--- config.mk ---
export PLATFORM = sky130hd
export DESIGN_NAME = dsbw_core
export DESIGN_NICKNAME = d
export VERILOG_FILES = /design/src/core/dsbw_pkg.sv /design/src/core/dsbw_core.sv
export SDC_FILE = /design/constraint.sdc
export NUM_CORES = 2
export LEC_CHECK = 0
export ABC_AREA = 0
export BUFFER_PORTS_ARGS = -buffer_cell sky130_fd_sc_hd__buf_2
export CORE_MARGIN = 2
export CORE_UTILIZATION = 30
export CTS_CLUSTER_SIZE = 14
export DETAILED_ROUTE_END_ITERATION = 10
export GPL_ROUTABILITY_DRIVEN = 0
export SLEW_MARGIN = 5
export SYNTH_ARGS = -nofsm -noshare
export SYNTH_HDL_FRONTEND = slang
export SYNTH_SLANG_ARGS = --single-unit
--- constraint.sdc ---
create_clock -name aclk -period 8.8 [get_ports aclk]
set_input_delay 1.76 -clock aclk [delete_from_list [all_inputs] [get_ports aclk]]
set_output_delay 1.76 -clock aclk [all_outputs]
set_load 0.02 [all_outputs]
--- src/core/dsbw_pkg.sv ---
// Constants, types and lane decoding for the DDR SRAM byte write block
// Notes on behaviour
// [RULE1] 18-bit: enable bit 0 gates bits 8:0, bit 1 gates 17:9.
// [RULE2] 18-bit: both enables high writes nothing for that beat.
// [RULE3] 9-bit: one enable; low stores bits 8:0, high stores nothing.
// [RULE4] 36-bit: all four enables low stores the whole beat.
// [RULE5] 36-bit: each enable gates its own 9-bit lane; all high stores nothing.
// [RULE6] Enables sampled per beat, first on true edge, second on inverse edge.
// [RULE7] After power-up deselected, output bus not driven until a read.
// [RULE8] Address latched at start; first beat offset zero, second offset one.
// [RULE9] Cycle t starts an access; t+1 and t+2 follow it.
// [RULE10] Write beats are registered on the two input timing clock edges.
// [RULE11] Read beats leave on output clock edges, or input clocks in single mode.
// [RULE12] Controller should park all timing clocks high when stopping them.
// [RULE13] Write starts on true edge with select low; address on inverse edge.
// [RULE14] Read latches address at start; beats at t+1 inverse and t+2 true.
// [RULE15] Port selects sampled on true edge only; pending accesses complete.
// [RULE16] Enables registered with each beat, applied when the burst commits.
package dsbw_pkg;
    localparam int DSBW_DW = 36;
    localparam int DSBW_LANES = 4;
    localparam int DSBW_LW = 9;
    localparam int DSBW_FIFO_DEPTH = 8;
    localparam int DSBW_AXI_AW = 4;
    // Register byte offsets
    localparam logic [3:0] DSBW_A_CTRL = 4'h0;
    localparam logic [3:0] DSBW_A_STAT = 4'h4;
    localparam logic [3:0] DSBW_A_WCNT = 4'h8;
    localparam logic [3:0] DSBW_A_RCNT = 4'hc;
    // Control fields and reset value
    localparam logic [3:0] DSBW_CTRL_RST = 4'h2;
    localparam int DSBW_CTRL_ORG = 0;
    localparam int DSBW_CTRL_SCM = 2;
    localparam int DSBW_CTRL_HOLD = 3;
    // Status fields
    localparam int DSBW_ST_WBUSY = 0;
    localparam int DSBW_ST_RBUSY = 1;
    localparam int DSBW_ST_EMPTY = 2;
    localparam int DSBW_ST_FULL = 3;
    localparam int DSBW_ST_OVF = 4;
    localparam int DSBW_ST_OE = 5;
    // Timing clock positions
    localparam int DSBW_CK_K = 0;
    localparam int DSBW_CK_KB = 1;
    localparam int DSBW_CK_C = 2;
    localparam int DSBW_CK_CB = 3;
    // Organisations and bus answers
    localparam logic [1:0] DSBW_ORG9 = 2'h0;
    localparam logic [1:0] DSBW_ORG18 = 2'h1;
    localparam logic [1:0] DSBW_RESP_OK = 2'h0;
    localparam logic [1:0] DSBW_RESP_ERR = 2'h2;

    typedef enum logic {DSBW_W_IDLE, DSBW_W_BEAT1} dsbw_wst_e;
    typedef enum logic [2:0] {
        DSBW_R_IDLE, DSBW_R_WAITK, DSBW_R_BEAT0, DSBW_R_BEAT1, DSBW_R_TAIL
    } dsbw_rst_e;

    function automatic logic [3:0] dsbw_lane_mask(input logic [1:0] org,
                                                  input logic [3:0] en_n);
        unique case (org)
            DSBW_ORG9: dsbw_lane_mask = {3'h0, ~en_n[0]}; // RULE3
            DSBW_ORG18: dsbw_lane_mask = {2'h0, ~en_n[1:0]}; // RULE1 RULE2
            default: dsbw_lane_mask = ~en_n; // RULE4 RULE5
        endcase
    endfunction

    function automatic logic [35:0] dsbw_lane_bits(input logic [3:0] m);
        logic [35:0] b;
        b = '0;
        for (int l = 0; l < DSBW_LANES; l++) begin
            b[l*DSBW_LW +: DSBW_LW] = {DSBW_LW{m[l]}};
        end
        return b;
    endfunction
endpackage

--- src/core/dsbw_core.sv ---
// DDR SRAM write port with byte lane masking, read port and register slave
`timescale 1ns/10ps

// ==========================================================
// Write burst FIFO
module dsbw_fifo import dsbw_pkg::*; #(
    parameter int WIDTH = 8,
    parameter int DEPTH = DSBW_FIFO_DEPTH
) (
    // Clock and reset
    input wire logic aclk,
    input wire logic aresetn,
    // Fill side
    input wire logic in_valid,
    output logic in_ready,
    input wire logic [WIDTH-1:0] in_data,
    // Drain side
    output logic out_valid,
    input wire logic out_ready,
    output logic [WIDTH-1:0] out_data
);
    localparam int PW = (DEPTH > 1) ? $clog2(DEPTH) : 1;
    localparam int CW = $clog2(DEPTH + 1);
    localparam logic [PW-1:0] PLAST = PW'(DEPTH - 1);
    localparam logic [CW-1:0] CFULL = CW'(DEPTH);
    logic [WIDTH-1:0] mem_r [DEPTH];
    logic [PW-1:0] wp_r, wp_nxt, rp_r, rp_nxt;
    logic [CW-1:0] cnt_r, cnt_nxt;
    logic ir_nxt, ov_nxt, push, pop;

    assign push = in_valid && in_ready;
    assign pop = out_valid && out_ready;
    assign out_data = mem_r[rp_r];

    always_comb begin
        wp_nxt = wp_r;
        rp_nxt = rp_r;
        if (push) begin
            wp_nxt = (wp_r == PLAST) ? '0 : wp_r + 1'b1;
        end
        if (pop) begin
            rp_nxt = (rp_r == PLAST) ? '0 : rp_r + 1'b1;
        end
        cnt_nxt = cnt_r + CW'(push) - CW'(pop);
        ir_nxt = (cnt_nxt != CFULL);
        ov_nxt = (cnt_nxt != '0);
    end

    always_ff @(posedge aclk) begin
        if (!aresetn) begin
            wp_r <= '0;
            rp_r <= '0;
            cnt_r <= '0;
            in_ready <= 1'b1;
            out_valid <= 1'b0;
        end else begin
            wp_r <= wp_nxt;
            rp_r <= rp_nxt;
            cnt_r <= cnt_nxt;
            in_ready <= ir_nxt;
            out_valid <= ov_nxt;
            if (push) begin
                mem_r[wp_r] <= in_data;
            end
        end
    end
endmodule

// ==========================================================
// Top level
module dsbw_core import dsbw_pkg::*; #(
    parameter int AW = 4
) (
    // Clock and reset
    input wire logic aclk,
    input wire logic aresetn,
    // Register bus
    input wire logic [DSBW_AXI_AW-1:0] s_axi_awaddr,
    input wire logic s_axi_awvalid,
    output logic s_axi_awready,
    input wire logic [31:0] s_axi_wdata,
    input wire logic [3:0] s_axi_wstrb,
    input wire logic s_axi_wvalid,
    output logic s_axi_wready,
    output logic [1:0] s_axi_bresp,
    output logic s_axi_bvalid,
    input wire logic s_axi_bready,
    input wire logic [DSBW_AXI_AW-1:0] s_axi_araddr,
    input wire logic s_axi_arvalid,
    output logic s_axi_arready,
    output logic [31:0] s_axi_rdata,
    output logic [1:0] s_axi_rresp,
    output logic s_axi_rvalid,
    input wire logic s_axi_rready,
    // Memory pins
    input wire logic in_timing_true,
    input wire logic in_timing_inverse,
    input wire logic out_timing_true,
    input wire logic out_timing_inverse,
    input wire logic rd_port_sel_n,
    input wire logic wr_port_sel_n,
    input wire logic [3:0] lane_enable_n,
    input wire logic [AW-1:0] address,
    input wire logic [DSBW_DW-1:0] write_bus,
    output logic [DSBW_DW-1:0] output_bus,
    output logic output_bus_oe,
    // Write FIFO has room
    output logic write_ready
);
    typedef struct packed {
        logic [AW-1:0] adr;
        logic [35:0] d1;
        logic [3:0] m1;
        logic [35:0] d0;
        logic [3:0] m0;
    } dsbw_went_s;

    // ==========================================================
    // Pin synchronisers and edge detection
    logic [3:0] s1_ck, s2_ck, s3_ck, lvl_r, lvl_nxt, rise, agree;
    logic s1_rps, s2_rps, s3_rps, s1_wps, s2_wps, s3_wps;
    logic [3:0] s1_bws, s2_bws, s3_bws;
    logic [AW-1:0] s1_adr, s2_adr, s3_adr;
    logic [35:0] s1_d, s2_d, s3_d;

    always_ff @(posedge aclk) begin
        if (!aresetn) begin
            {s1_ck, s2_ck, s3_ck} <= '1; // Idle clocks sit high
            {s1_rps, s2_rps, s3_rps, s1_wps, s2_wps, s3_wps} <= '1;
            {s1_bws, s2_bws, s3_bws} <= '1;
            {s1_adr, s2_adr, s3_adr} <= '0;
            {s1_d, s2_d, s3_d} <= '0;
        end else begin
            s1_ck <= {out_timing_inverse, out_timing_true, in_timing_inverse, in_timing_true};
            {s1_rps, s1_wps, s1_bws, s1_adr, s1_d} <=
                {rd_port_sel_n, wr_port_sel_n, lane_enable_n, address, write_bus};
            {s2_ck, s2_rps, s2_wps, s2_bws, s2_adr, s2_d} <=
                {s1_ck, s1_rps, s1_wps, s1_bws, s1_adr, s1_d};
            {s3_ck, s3_rps, s3_wps, s3_bws, s3_adr, s3_d} <=
                {s2_ck, s2_rps, s2_wps, s2_bws, s2_adr, s2_d};
        end
    end

    always_comb begin
        agree = ~(s2_ck ^ s3_ck);
        lvl_nxt = (lvl_r & ~agree) | (s3_ck & agree);
        rise = lvl_nxt & ~lvl_r;
    end

    always_ff @(posedge aclk) begin
        if (!aresetn) begin
            lvl_r <= '1;
        end else begin
            lvl_r <= lvl_nxt;
        end
    end

    // ==========================================================
    // Control register fields
    logic [3:0] ctrl_r, ctrl_nxt;
    logic [1:0] org;
    logic scm, hold, ev_inv, ev_true;
    assign org = ctrl_r[DSBW_CTRL_ORG +: 2];
    assign scm = ctrl_r[DSBW_CTRL_SCM];
    assign hold = ctrl_r[DSBW_CTRL_HOLD];
    assign ev_inv = scm ? rise[DSBW_CK_KB] : rise[DSBW_CK_CB]; // RULE11
    assign ev_true = scm ? rise[DSBW_CK_K] : rise[DSBW_CK_C]; // RULE11

    // ==========================================================
    // Write capture
    dsbw_wst_e wst_r, wst_nxt;
    dsbw_went_s went, cent;
    logic [35:0] d0_r, d0_nxt;
    logic [3:0] m0_r, m0_nxt;
    logic push, fifo_ir, fifo_ov, pop, ovf_r, ovf_nxt, clr_ovf;
    logic [31:0] wcnt_r, wcnt_nxt;

    always_comb begin
        wst_nxt = wst_r;
        d0_nxt = d0_r;
        m0_nxt = m0_r;
        push = 1'b0;
        went = '{adr: s3_adr, d1: s3_d, m1: dsbw_lane_mask(org, s3_bws), d0: d0_r, m0: m0_r};
        unique case (wst_r)
            DSBW_W_IDLE: begin
                if (rise[DSBW_CK_K] && !s3_wps) begin // RULE13 RULE15
                    d0_nxt = s3_d; // RULE10
                    m0_nxt = dsbw_lane_mask(org, s3_bws); // RULE6 RULE16
                    wst_nxt = DSBW_W_BEAT1;
                end
            end
            DSBW_W_BEAT1: begin
                if (rise[DSBW_CK_KB]) begin // RULE6 RULE10 RULE13
                    push = 1'b1;
                    wst_nxt = DSBW_W_IDLE;
                end
            end
        endcase
        ovf_nxt = (push && !fifo_ir) ? 1'b1 : (clr_ovf ? 1'b0 : ovf_r);
        wcnt_nxt = (push && fifo_ir) ? wcnt_r + 32'h1 : wcnt_r;
    end

    always_ff @(posedge aclk) begin
        if (!aresetn) begin
            wst_r <= DSBW_W_IDLE;
            d0_r <= '0;
            m0_r <= '0;
            ovf_r <= 1'b0;
            wcnt_r <= '0;
        end else begin
            wst_r <= wst_nxt;
            d0_r <= d0_nxt;
            m0_r <= m0_nxt;
            ovf_r <= ovf_nxt;
            wcnt_r <= wcnt_nxt;
        end
    end

    dsbw_fifo #(.WIDTH($bits(dsbw_went_s)), .DEPTH(DSBW_FIFO_DEPTH)) dsbw_fifo_i (
        .aclk(aclk),
        .aresetn(aresetn),
        .in_valid(push),
        .in_ready(fifo_ir),
        .in_data(went),
        .out_valid(fifo_ov),
        .out_ready(!hold),
        .out_data(cent)
    );
    assign write_ready = fifo_ir;
    assign pop = fifo_ov && !hold;

    // ==========================================================
    // Array with lane masked commit
    logic [35:0] mem_r [2**(AW+1)];
    logic [35:0] b0, b1;
    assign b0 = dsbw_lane_bits(cent.m0);
    assign b1 = dsbw_lane_bits(cent.m1);

    always_ff @(posedge aclk) begin
        if (pop) begin // RULE16
            mem_r[{cent.adr, 1'b0}] <= (mem_r[{cent.adr, 1'b0}] & ~b0) | (cent.d0 & b0); // RULE8
            mem_r[{cent.adr, 1'b1}] <= (mem_r[{cent.adr, 1'b1}] & ~b1) | (cent.d1 & b1); // RULE8
        end
    end

    // ==========================================================
    // Read port
    dsbw_rst_e rst_r, rst_nxt;
    logic rq_r, rq_nxt, rq_set, oe_r, oe_nxt;
    logic [AW-1:0] rqa_r, rqa_nxt, ra_r, ra_nxt;
    logic [35:0] q_r, q_nxt;
    logic [31:0] rcnt_r, rcnt_nxt;
    assign rq_set = rise[DSBW_CK_K] && !s3_rps; // RULE14 RULE15

    always_comb begin
        rst_nxt = rst_r;
        rq_nxt = rq_r;
        rqa_nxt = rqa_r;
        ra_nxt = ra_r;
        q_nxt = q_r;
        oe_nxt = oe_r;
        rcnt_nxt = rcnt_r;
        if (rq_set) begin
            rq_nxt = 1'b1;
            rqa_nxt = s3_adr; // RULE14
            rcnt_nxt = rcnt_r + 32'h1;
        end
        unique case (rst_r)
            DSBW_R_IDLE: begin
                if (rq_r) begin
                    ra_nxt = rqa_r;
                    rst_nxt = DSBW_R_WAITK;
                    if (!rq_set) begin
                        rq_nxt = 1'b0;
                    end
                end
            end
            DSBW_R_WAITK: begin
                if (rise[DSBW_CK_K]) begin // RULE9
                    rst_nxt = DSBW_R_BEAT0;
                end
            end
            DSBW_R_BEAT0: begin
                if (ev_inv) begin // RULE14
                    q_nxt = mem_r[{ra_r, 1'b0}]; // RULE8
                    oe_nxt = 1'b1;
                    rst_nxt = DSBW_R_BEAT1;
                end
            end
            DSBW_R_BEAT1: begin
                if (ev_true) begin // RULE14
                    q_nxt = mem_r[{ra_r, 1'b1}]; // RULE8
                    rst_nxt = DSBW_R_TAIL;
                end
            end
            DSBW_R_TAIL: begin
                if (ev_inv) begin
                    oe_nxt = 1'b0;
                    rst_nxt = DSBW_R_IDLE;
                end
            end
        endcase
    end

    always_ff @(posedge aclk) begin
        if (!aresetn) begin
            rst_r <= DSBW_R_IDLE;
            rq_r <= 1'b0;
            rqa_r <= '0;
            ra_r <= '0;
            q_r <= '0;
            oe_r <= 1'b0; // RULE7
            rcnt_r <= '0;
        end else begin
            rst_r <= rst_nxt;
            rq_r <= rq_nxt;
            rqa_r <= rqa_nxt;
            ra_r <= ra_nxt;
            q_r <= q_nxt;
            oe_r <= oe_nxt;
            rcnt_r <= rcnt_nxt;
        end
    end
    assign output_bus = q_r;
    assign output_bus_oe = oe_r;

    // ==========================================================
    // Register slave
    logic awr_r, awr_nxt, wr_r, wr_nxt, bv_r, bv_nxt, arr_r, arr_nxt, rv_r, rv_nxt;
    logic awg_r, awg_nxt, wg_r, wg_nxt;
    logic [1:0] br_r, br_nxt, rr_r, rr_nxt;
    logic [3:0] awa_r, awa_nxt, ws_r, ws_nxt;
    logic [31:0] wd_r, wd_nxt, rd_r, rd_nxt, stat;

    always_comb begin
        stat = '0;
        stat[DSBW_ST_WBUSY] = (wst_r != DSBW_W_IDLE);
        stat[DSBW_ST_RBUSY] = (rst_r != DSBW_R_IDLE);
        stat[DSBW_ST_EMPTY] = !fifo_ov;
        stat[DSBW_ST_FULL] = !fifo_ir;
        stat[DSBW_ST_OVF] = ovf_r;
        stat[DSBW_ST_OE] = oe_r;
        awg_nxt = awg_r | (s_axi_awvalid & awr_r);
        awa_nxt = (s_axi_awvalid && awr_r) ? s_axi_awaddr : awa_r;
        wg_nxt = wg_r | (s_axi_wvalid & wr_r);
        wd_nxt = (s_axi_wvalid && wr_r) ? s_axi_wdata : wd_r;
        ws_nxt = (s_axi_wvalid && wr_r) ? s_axi_wstrb : ws_r;
        ctrl_nxt = ctrl_r;
        clr_ovf = 1'b0;
        bv_nxt = bv_r & ~s_axi_bready;
        br_nxt = br_r;
        if (awg_r && wg_r && !bv_r) begin
            awg_nxt = 1'b0;
            wg_nxt = 1'b0;
            bv_nxt = 1'b1;
            br_nxt = DSBW_RESP_OK;
            unique case (awa_r)
                DSBW_A_CTRL: ctrl_nxt = ws_r[0] ? wd_r[3:0] : ctrl_r;
                DSBW_A_STAT: clr_ovf = ws_r[0] & wd_r[DSBW_ST_OVF];
                DSBW_A_WCNT, DSBW_A_RCNT: ;
                default: br_nxt = DSBW_RESP_ERR;
            endcase
        end
        awr_nxt = !awg_nxt && !bv_nxt;
        wr_nxt = !wg_nxt && !bv_nxt;
        rv_nxt = rv_r & ~s_axi_rready;
        rd_nxt = rd_r;
        rr_nxt = rr_r;
        if (s_axi_arvalid && arr_r) begin
            rv_nxt = 1'b1;
            rr_nxt = DSBW_RESP_OK;
            unique case (s_axi_araddr)
                DSBW_A_CTRL: rd_nxt = {28'h0, ctrl_r};
                DSBW_A_STAT: rd_nxt = stat;
                DSBW_A_WCNT: rd_nxt = wcnt_r;
                DSBW_A_RCNT: rd_nxt = rcnt_r;
                default: begin
                    rd_nxt = '0;
                    rr_nxt = DSBW_RESP_ERR;
                end
            endcase
        end
        arr_nxt = !rv_nxt;
    end

    always_ff @(posedge aclk) begin
        if (!aresetn) begin
            {awr_r, wr_r, arr_r} <= 3'h7;
            {bv_r, rv_r, awg_r, wg_r} <= 4'h0;
            {br_r, rr_r} <= 4'h0;
            {awa_r, ws_r, wd_r, rd_r} <= '0;
            ctrl_r <= DSBW_CTRL_RST;
        end else begin
            {awr_r, wr_r, arr_r} <= {awr_nxt, wr_nxt, arr_nxt};
            {bv_r, rv_r, awg_r, wg_r} <= {bv_nxt, rv_nxt, awg_nxt, wg_nxt};
            {br_r, rr_r} <= {br_nxt, rr_nxt};
            {awa_r, ws_r, wd_r, rd_r} <= {awa_nxt, ws_nxt, wd_nxt, rd_nxt};
            ctrl_r <= ctrl_nxt;
        end
    end
    assign {s_axi_awready, s_axi_wready, s_axi_arready} = {awr_r, wr_r, arr_r};
    assign {s_axi_bvalid, s_axi_bresp, s_axi_rvalid, s_axi_rresp} = {bv_r, br_r, rv_r, rr_r};
    assign s_axi_rdata = rd_r;

    // ==========================================================
    // Checks
    logic chk_v_r;
    logic [AW:0] chk_i_r;
    logic [35:0] chk_old_r, chk_d_r, chk_b_r;
    always_ff @(posedge aclk) begin
        chk_v_r <= aresetn && pop;
        chk_i_r <= {cent.adr, 1'b0};
        chk_old_r <= mem_r[{cent.adr, 1'b0}];
        chk_d_r <= cent.d0;
        chk_b_r <= b0;
    end

    property p_oe_reset;
        @(posedge aclk) disable iff (!aresetn)
        $rose(aresetn) |-> !output_bus_oe && rst_r == DSBW_R_IDLE;
    endproperty
    a_oe_reset: assert property (p_oe_reset) else $error("bus driven after reset"); // RULE7

    property p_lane_commit;
        @(posedge aclk) disable iff (!aresetn)
        chk_v_r |-> (((mem_r[chk_i_r] ^ chk_d_r) & chk_b_r) == '0)
            && (((mem_r[chk_i_r] ^ chk_old_r) & ~chk_b_r) == '0);
    endproperty
    a_lane_commit: assert property (p_lane_commit) else $error("lane mask misapplied"); // RULE5

    property p_org9_mask;
        @(posedge aclk) disable iff (!aresetn)
        push && org == DSBW_ORG9 |-> went.m1[3:1] == 3'h0 && went.m0[3:1] == 3'h0;
    endproperty
    a_org9_mask: assert property (p_org9_mask) else $error("extra lane in 9-bit mode"); // RULE3

    property p_org18_mask;
        @(posedge aclk) disable iff (!aresetn)
        push && org == DSBW_ORG18 |-> went.m1[3:2] == 2'h0 && went.m0[3:2] == 2'h0;
    endproperty
    a_org18_mask: assert property (p_org18_mask) else $error("extra lane in 18-bit mode"); // RULE1

    property p_first_beat;
        @(posedge aclk) disable iff (!aresetn)
        rise[DSBW_CK_K] && !s3_wps && wst_r == DSBW_W_IDLE
            |=> wst_r == DSBW_W_BEAT1 && d0_r == $past(s3_d);
    endproperty
    a_first_beat: assert property (p_first_beat) else $error("first beat missed"); // RULE13

    property p_push_edge;
        @(posedge aclk) disable iff (!aresetn)
        push |-> rise[DSBW_CK_KB] && wst_r == DSBW_W_BEAT1;
    endproperty
    a_push_edge: assert property (p_push_edge) else $error("beat two off inverse edge"); // RULE10

    property p_out_edge;
        @(posedge aclk) disable iff (!aresetn)
        $changed(output_bus) || $changed(output_bus_oe) |-> $past(ev_inv || ev_true);
    endproperty
    a_out_edge: assert property (p_out_edge) else $error("output moved off clock edge"); // RULE11

    property p_wait_k;
        @(posedge aclk) disable iff (!aresetn)
        rst_r == DSBW_R_WAITK && !rise[DSBW_CK_K] |=> rst_r == DSBW_R_WAITK;
    endproperty
    a_wait_k: assert property (p_wait_k) else $error("read beat before t+1"); // RULE9

    property p_sel_on_k;
        @(posedge aclk) disable iff (!aresetn)
        $rose(rq_r) |-> $past(rise[DSBW_CK_K]) && !$past(s3_rps);
    endproperty
    a_sel_on_k: assert property (p_sel_on_k) else $error("select sampled off edge"); // RULE15

    property p_bvalid_hold;
        @(posedge aclk) disable iff (!aresetn)
        s_axi_bvalid && !s_axi_bready |=> s_axi_bvalid && $stable(s_axi_bresp);
    endproperty
    a_bvalid_hold: assert property (p_bvalid_hold) else $error("write answer dropped");
endmodule

---- Yosys cells after proc, flatten, opt, wreduce, memory -nomap -nowiden ----
Memories as Yosys holds them, arrays and structs flattened. A register that Yosys moved wholly into a read port is not among the register bits.
Index checks and enable logic that the tools add are counted.
word-level totals
  register bits ........................... 378
  memory bits (writable) .................. 1824
  output and inout port bits .............. 79
  logic and storage cells ................. 193
  memories kept ........................... 2
cells by class
  $add $sub $neg .......................... 6
  eq/ne operators ......................... 19
  mux-type cells .......................... 48
  bitwise logic cells ..................... 29
  reduce and logical (&&, ||, !) cells .... 39
memory list
  memory             depth  width  rd ports  clocked after memory_dff  wr ports  line              RTL
  mem_r              32     36     4         2                         2         dsbw_core.sv:234  logic [35:0] mem_r [2**(AW+1)];
  dsbw_fifo_i.mem_r  8      84     1         1                         1         dsbw_core.sv:26   logic [WIDTH-1:0] mem_r [DEPTH];
operators with widths
  operator                                       number
  bitwise AND 36 bit                             4
  case mux 32 bit (4 select lines)               1
  two-way mux 36 bit                             2
  NOT 36 bit                                     2
  bitwise OR 36 bit                              2
  case mux 36 bit (2 select lines)               1
  adder 32 x 1 -> 32 bit, second input constant  2
  two-way mux 3 bit                              9
  two-way mux 1 bit                              25
  two-way mux 5 bit                              4
  == test 4 bit, second input constant           4
  NOT 4 bit                                      4
  case mux 3 bit (5 select lines)                1
  bitwise AND 4 bit                              3
  logical AND 1 bit                              12
  logical NOT 1 bit                              10
  inequality test 2 bit, second input constant   5
  == test 3 bit, second input constant           3
  AND reduction 3 bit                            3
  == test 4 x 3 -> 1 bit, second input constant  2
  logical NOT 4 bit                              2
  case mux 4 bit (2 select lines)                1
  OR reduction 4 bit                             2
  adder 3 x 1 -> 3 bit, second input constant    2
  other kinds (21)                               35

---- Longest topological paths before layout ----
  depth after elaboration ................. 12
  depth in mapped cells ................... 11

---- Cells and area by module ----
Synthesis repeated with hierarchy kept, for this count alone.
unflattened totals
  cell total of the unflattened synthesis .. 4586
  area total of the unflattened synthesis .. 90551.8 um^2
modules (own cells, without submodules)
  module     times used  cells an instance  area an instance (um^2)  seq. area each (um^2)
  dsbw_core  1           3530               64610.7                  41960.2
  dsbw_fifo  1           1056               25941.1                  20479.6

---- Worst setup path before layout ----
Ideal clock, no wire load.
  path type ............................... in2reg
  start ................................... input aresetn
  end ..................................... memory dsbw_fifo_i.mem_r[0][0] (netlist bit) (enable)
  setup time .............................. 629 ps
  arrival ................................. 7910 ps
  required time ........................... 8171 ps
  slack ................................... 260 ps
  cell stages on the path ................. 3
  path buffers ............................ 0
  path through ............................ inv_2 > or3_1 > nor3_1
on the way
  cells in the longest elaborated chain, start to end .. 2
RTL lines
  element                                  line             RTL
  from (decl)                              dsbw_core.sv:76  input wire logic aresetn,
  two-way mux 1 bit                        dsbw_core.sv:50  if (!aresetn) begin
  two-way mux 1 bit (not written as such)  dsbw_core.sv:63  mem_r[wp_r] <= in_data;
  to (decl)                                dsbw_core.sv:26
Every way passes these cells.

==> flow_metrics.env <==
export IMPL_path_cells="clkinv_2, buf_4, o311ai_0, o31ai_1, nor3_2, buf_4, buf_4, a22oi_1, a32oi_1"
export IMPL_path_max_fanout=40
export IMPL_avgViaCountPerCell=5.35
export IMPL_yosys_area_top_type="edfxtp_1"
export IMPL_final_setup_worst_slack_ps=2930
export IMPL_crit_required_ps=9270
export IMPL_syn2layout_area_growth_pct=13.8
export IMPL_path_delay_family="buffers and inverters"
export IMPL_drive_gt1_frac=0.275
export IMPL_fin_skew_ps=89.0
export IMPL_htree_levels=4
export IMPL_synth_top_area_frac=0.598
export IMPL_critical_path_buf_inv_count=4
export IMPL_clk_path_buf_depth=4
export IMPL_firstDrtPassIters=5
export IMPL_max_cap_viol_count=0
export IMPL_r2r_slack_ps=2930
export IMPL_drt_initial_drc_count=5347
export IMPL_routedWlPerCell_um=25.9
export IMPL_numCtsBuffers=221
export IMPL_tns_ps=0
export IMPL_ys_ff_latch=2207
export IMPL_grt_pass1_wl_um=348000
export IMPL_vdd_drop_max_mv=0.375
export IMPL_period_share=0.667
export IMPL_cts_hold_buf=0
export IMPL_critPathMaxStageDelay_ps=980
export IMPL_synth_seq_area_share=0.682
export IMPL_cts_reportedPaths_clkPinSlew_ps=60
export IMPL_startpoint_type="flop"
export IMPL_synth_edf_count=1824
export IMPL_r2r_cells=9
export IMPL_setup_violations_final=0
export IMPL_report_final_hold_viol_count=0
export IMPL_async_flop_share=0
export IMPL_worst_pin_slew_ps=1330
export IMPL_syn_instance_count=4937
export IMPL_netlist_area_um2=91600
export IMPL_fmax_mhz=170
export IMPL_synthTopCellsByArea="edfxtp_1, mux4_2, dfxtp_1"
export IMPL_synthFlopType="edfxtp_1"
export IMPL_grtUsageTotal=0.151
export IMPL_placeableCoreArea_um2=303000
export IMPL_cpMostUsedCell="buf_4"
export IMPL_grt_max_degree=132
export IMPL_cp_slowest_cell="a32oi_1"
export IMPL_cts_tree="yes"
export IMPL_die_w_um=556
export IMPL_antenna_left=0
export IMPL_postCtsSetupBuffers=0
export IMPL_critPathKind="reg -> reg"
export IMPL_hold_depth=1
export IMPL_avgSynthCellArea_um2=18.5
export IMPL_synth_common_cells="edfxtp_1, mux4_2, dfxtp_1, nand2_1, mux2i_1"
export IMPL_grt_pass1_vias=50700
export IMPL_drt_wl_total_um=239000
export IMPL_antenna_found_initial=19
export IMPL_fp_dieH_um=556
export IMPL_critPathArrivalTime_ps=6350
export IMPL_grt_setup_unrepaired="false"
export IMPL_start_util=0.302
export IMPL_vias=49400
export IMPL_dp_hpwl_um=130000
export IMPL_grt_ovfl_total=0
export IMPL_core_rowCount=202
export IMPL_whs_ps=409
export IMPL_p_leak_nw=32.0
export IMPL_yosysWarnings=0
export IMPL_powerDensity_nw_per_um2=310
export IMPL_finalNetCount=5197
export IMPL_nFillCells=28400
export IMPL_slew_headroom=0.112
export IMPL_min_from="s1_bws[3]"
export IMPL_dpl_worst_slack_ps=2990
export IMPL_cts_root_buf="clkbuf_16"
export IMPL_p_total_w=0.0323
export IMPL_period_minus_slack_ps=5870
export IMPL_min_path_type="reg -> reg"
export IMPL_whs_endpoint="s2_bws[3]"
export IMPL_status="finished clean"
export IMPL_cts_resized=0
export IMPL_num_io_pins=180
export IMPL_endpoint_kind="flop"
export IMPL_cts_sinks=2207
export IMPL_drv_slew=0
export IMPL_synth_most_common_cell="edfxtp_1"
export IMPL_ys_types=65
export IMPL_regToRegEndpoint="mem_r[2][18]"
export IMPL_clkLatencyLatePin_ps=880
export IMPL_drc=0
export IMPL_io_buffers=147
export IMPL_final_core_util=0.343
export IMPL_die_area_um2=310000
## metrics by stage
stage	cells	instance area (um^2)
floorplan	4938	91600
global placement	8840	97100
detailed placement	8840	97100
CTS	9242	104000
global route	9242	104000
finish	9244	104000
## worst max-delay path by stage
| stage | to | slack, ps | cells past startpoint |
|---|---|---|---|
| 5_1_grt | mem_r[14][6] | 2610 | 7 |
| 3_3_place_gp | mem_r[10][10] | 3020 | 8 |
| 6_report | mem_r[2][18] | 2930 | 9 |
| 2_1_floorplan | dsbw_fifo_i.mem_r[0][0] | 260 | 3 |
| 3_5_place_dp | mem_r[10][10] | 2990 | 8 |
| 4_1_cts | mem_r[10][10] | 2910 | 8 |
## report_power, final
part           internal, W  total, W  switching, W
Clock              0.00533   0.00934       0.00401
Combinational      0.00284   0.00822       0.00538
Sequential          0.0142    0.0148      0.000527
Total               0.0224    0.0323       0.00991
## layout make-up
| cell class | instances | area, um^2 | share of cell area |
|---|---|---|---|
| antenna | 2 | 5.00 | 0.0000480 |
| clock buffer | 282 | 6040 | 0.0580 |
| clock inverter | 120 | 1070 | 0.0103 |
| inverter | 33 | 134 | 0.00129 |
| multi-input combinational | 2377 | 27900 | 0.267 |
| sequential | 2207 | 62500 | 0.600 |
| tap | 3978 | 4980 | 0.0478 |
| timing repair buffer | 245 | 1620 | 0.0156 |
## worst reg2reg max path: stages (launching register included)
cell and delay (ps):
dfxtp_4 590, clkinv_2 650, buf_4 590, o311ai_0 580
o31ai_1 160, nor3_2 210, buf_4 730, buf_4 810
a22oi_1 180, a32oi_1 980
## layout by cell type (no fill, tap or decap), types with 46 or more instances in the layout
master / netlist / routed
a211oi_1: 46 / 46
a21oi_1: 127 / 123
a221oi_1: 61 / 61
a22oi_1: 113 / 113
and2_1: 134 / 134
buf_2: 77 / 146
buf_4: 5 / 87
clkbuf_16: 0 / 225
clkinv_1: 1 / 47
dfxtp_1: 383 / 376
edfxtp_1: 1824 / 1824
mux2_2: 82 / 82
mux2i_1: 210 / 209
mux4_2: 739 / 737
nand2_1: 219 / 218
nor2_1: 194 / 174
nor3_1: 58 / 53
## logic make-up (layout without fill, tap and decap cells)
kind of cell,Yosys count,after routing,share of synthesized area
fa+ha+maj,11,11,0.00159
simple gates,766,766,0.0405
flops,2207,2207,0.682
compound gates,513,513,0.0389
other cells,1,4,0.0000410
buf+inv,354,680,0.0169
mux,1032,1032,0.215
xor+xnor,53,53,0.00507
## sequential cells by signal (all words and copies together), names as in the netlist, 5 cells and up, named ones only
name and count:
wd_r 5, d0_r 36, s2_d 36, wcnt_r 32, mem_r 1152, dsbw_fifo_i.mem_r 672, rcnt_r 32, s_axi_rdata 32
s3_d 36, output_bus 36, s1_d 36
## layer usage
layer / vias up / track usage / part of all wire
li1: 20600 / - / -
met5: - / 0 / 0.00020
met4: 8 / 0.0357 / 0.022
met2: 2189 / 0.231 / 0.45
met3: 369 / 0.0320 / 0.089
met1: 26200 / 0.220 / 0.44
(Power assumes the default switching activity.)
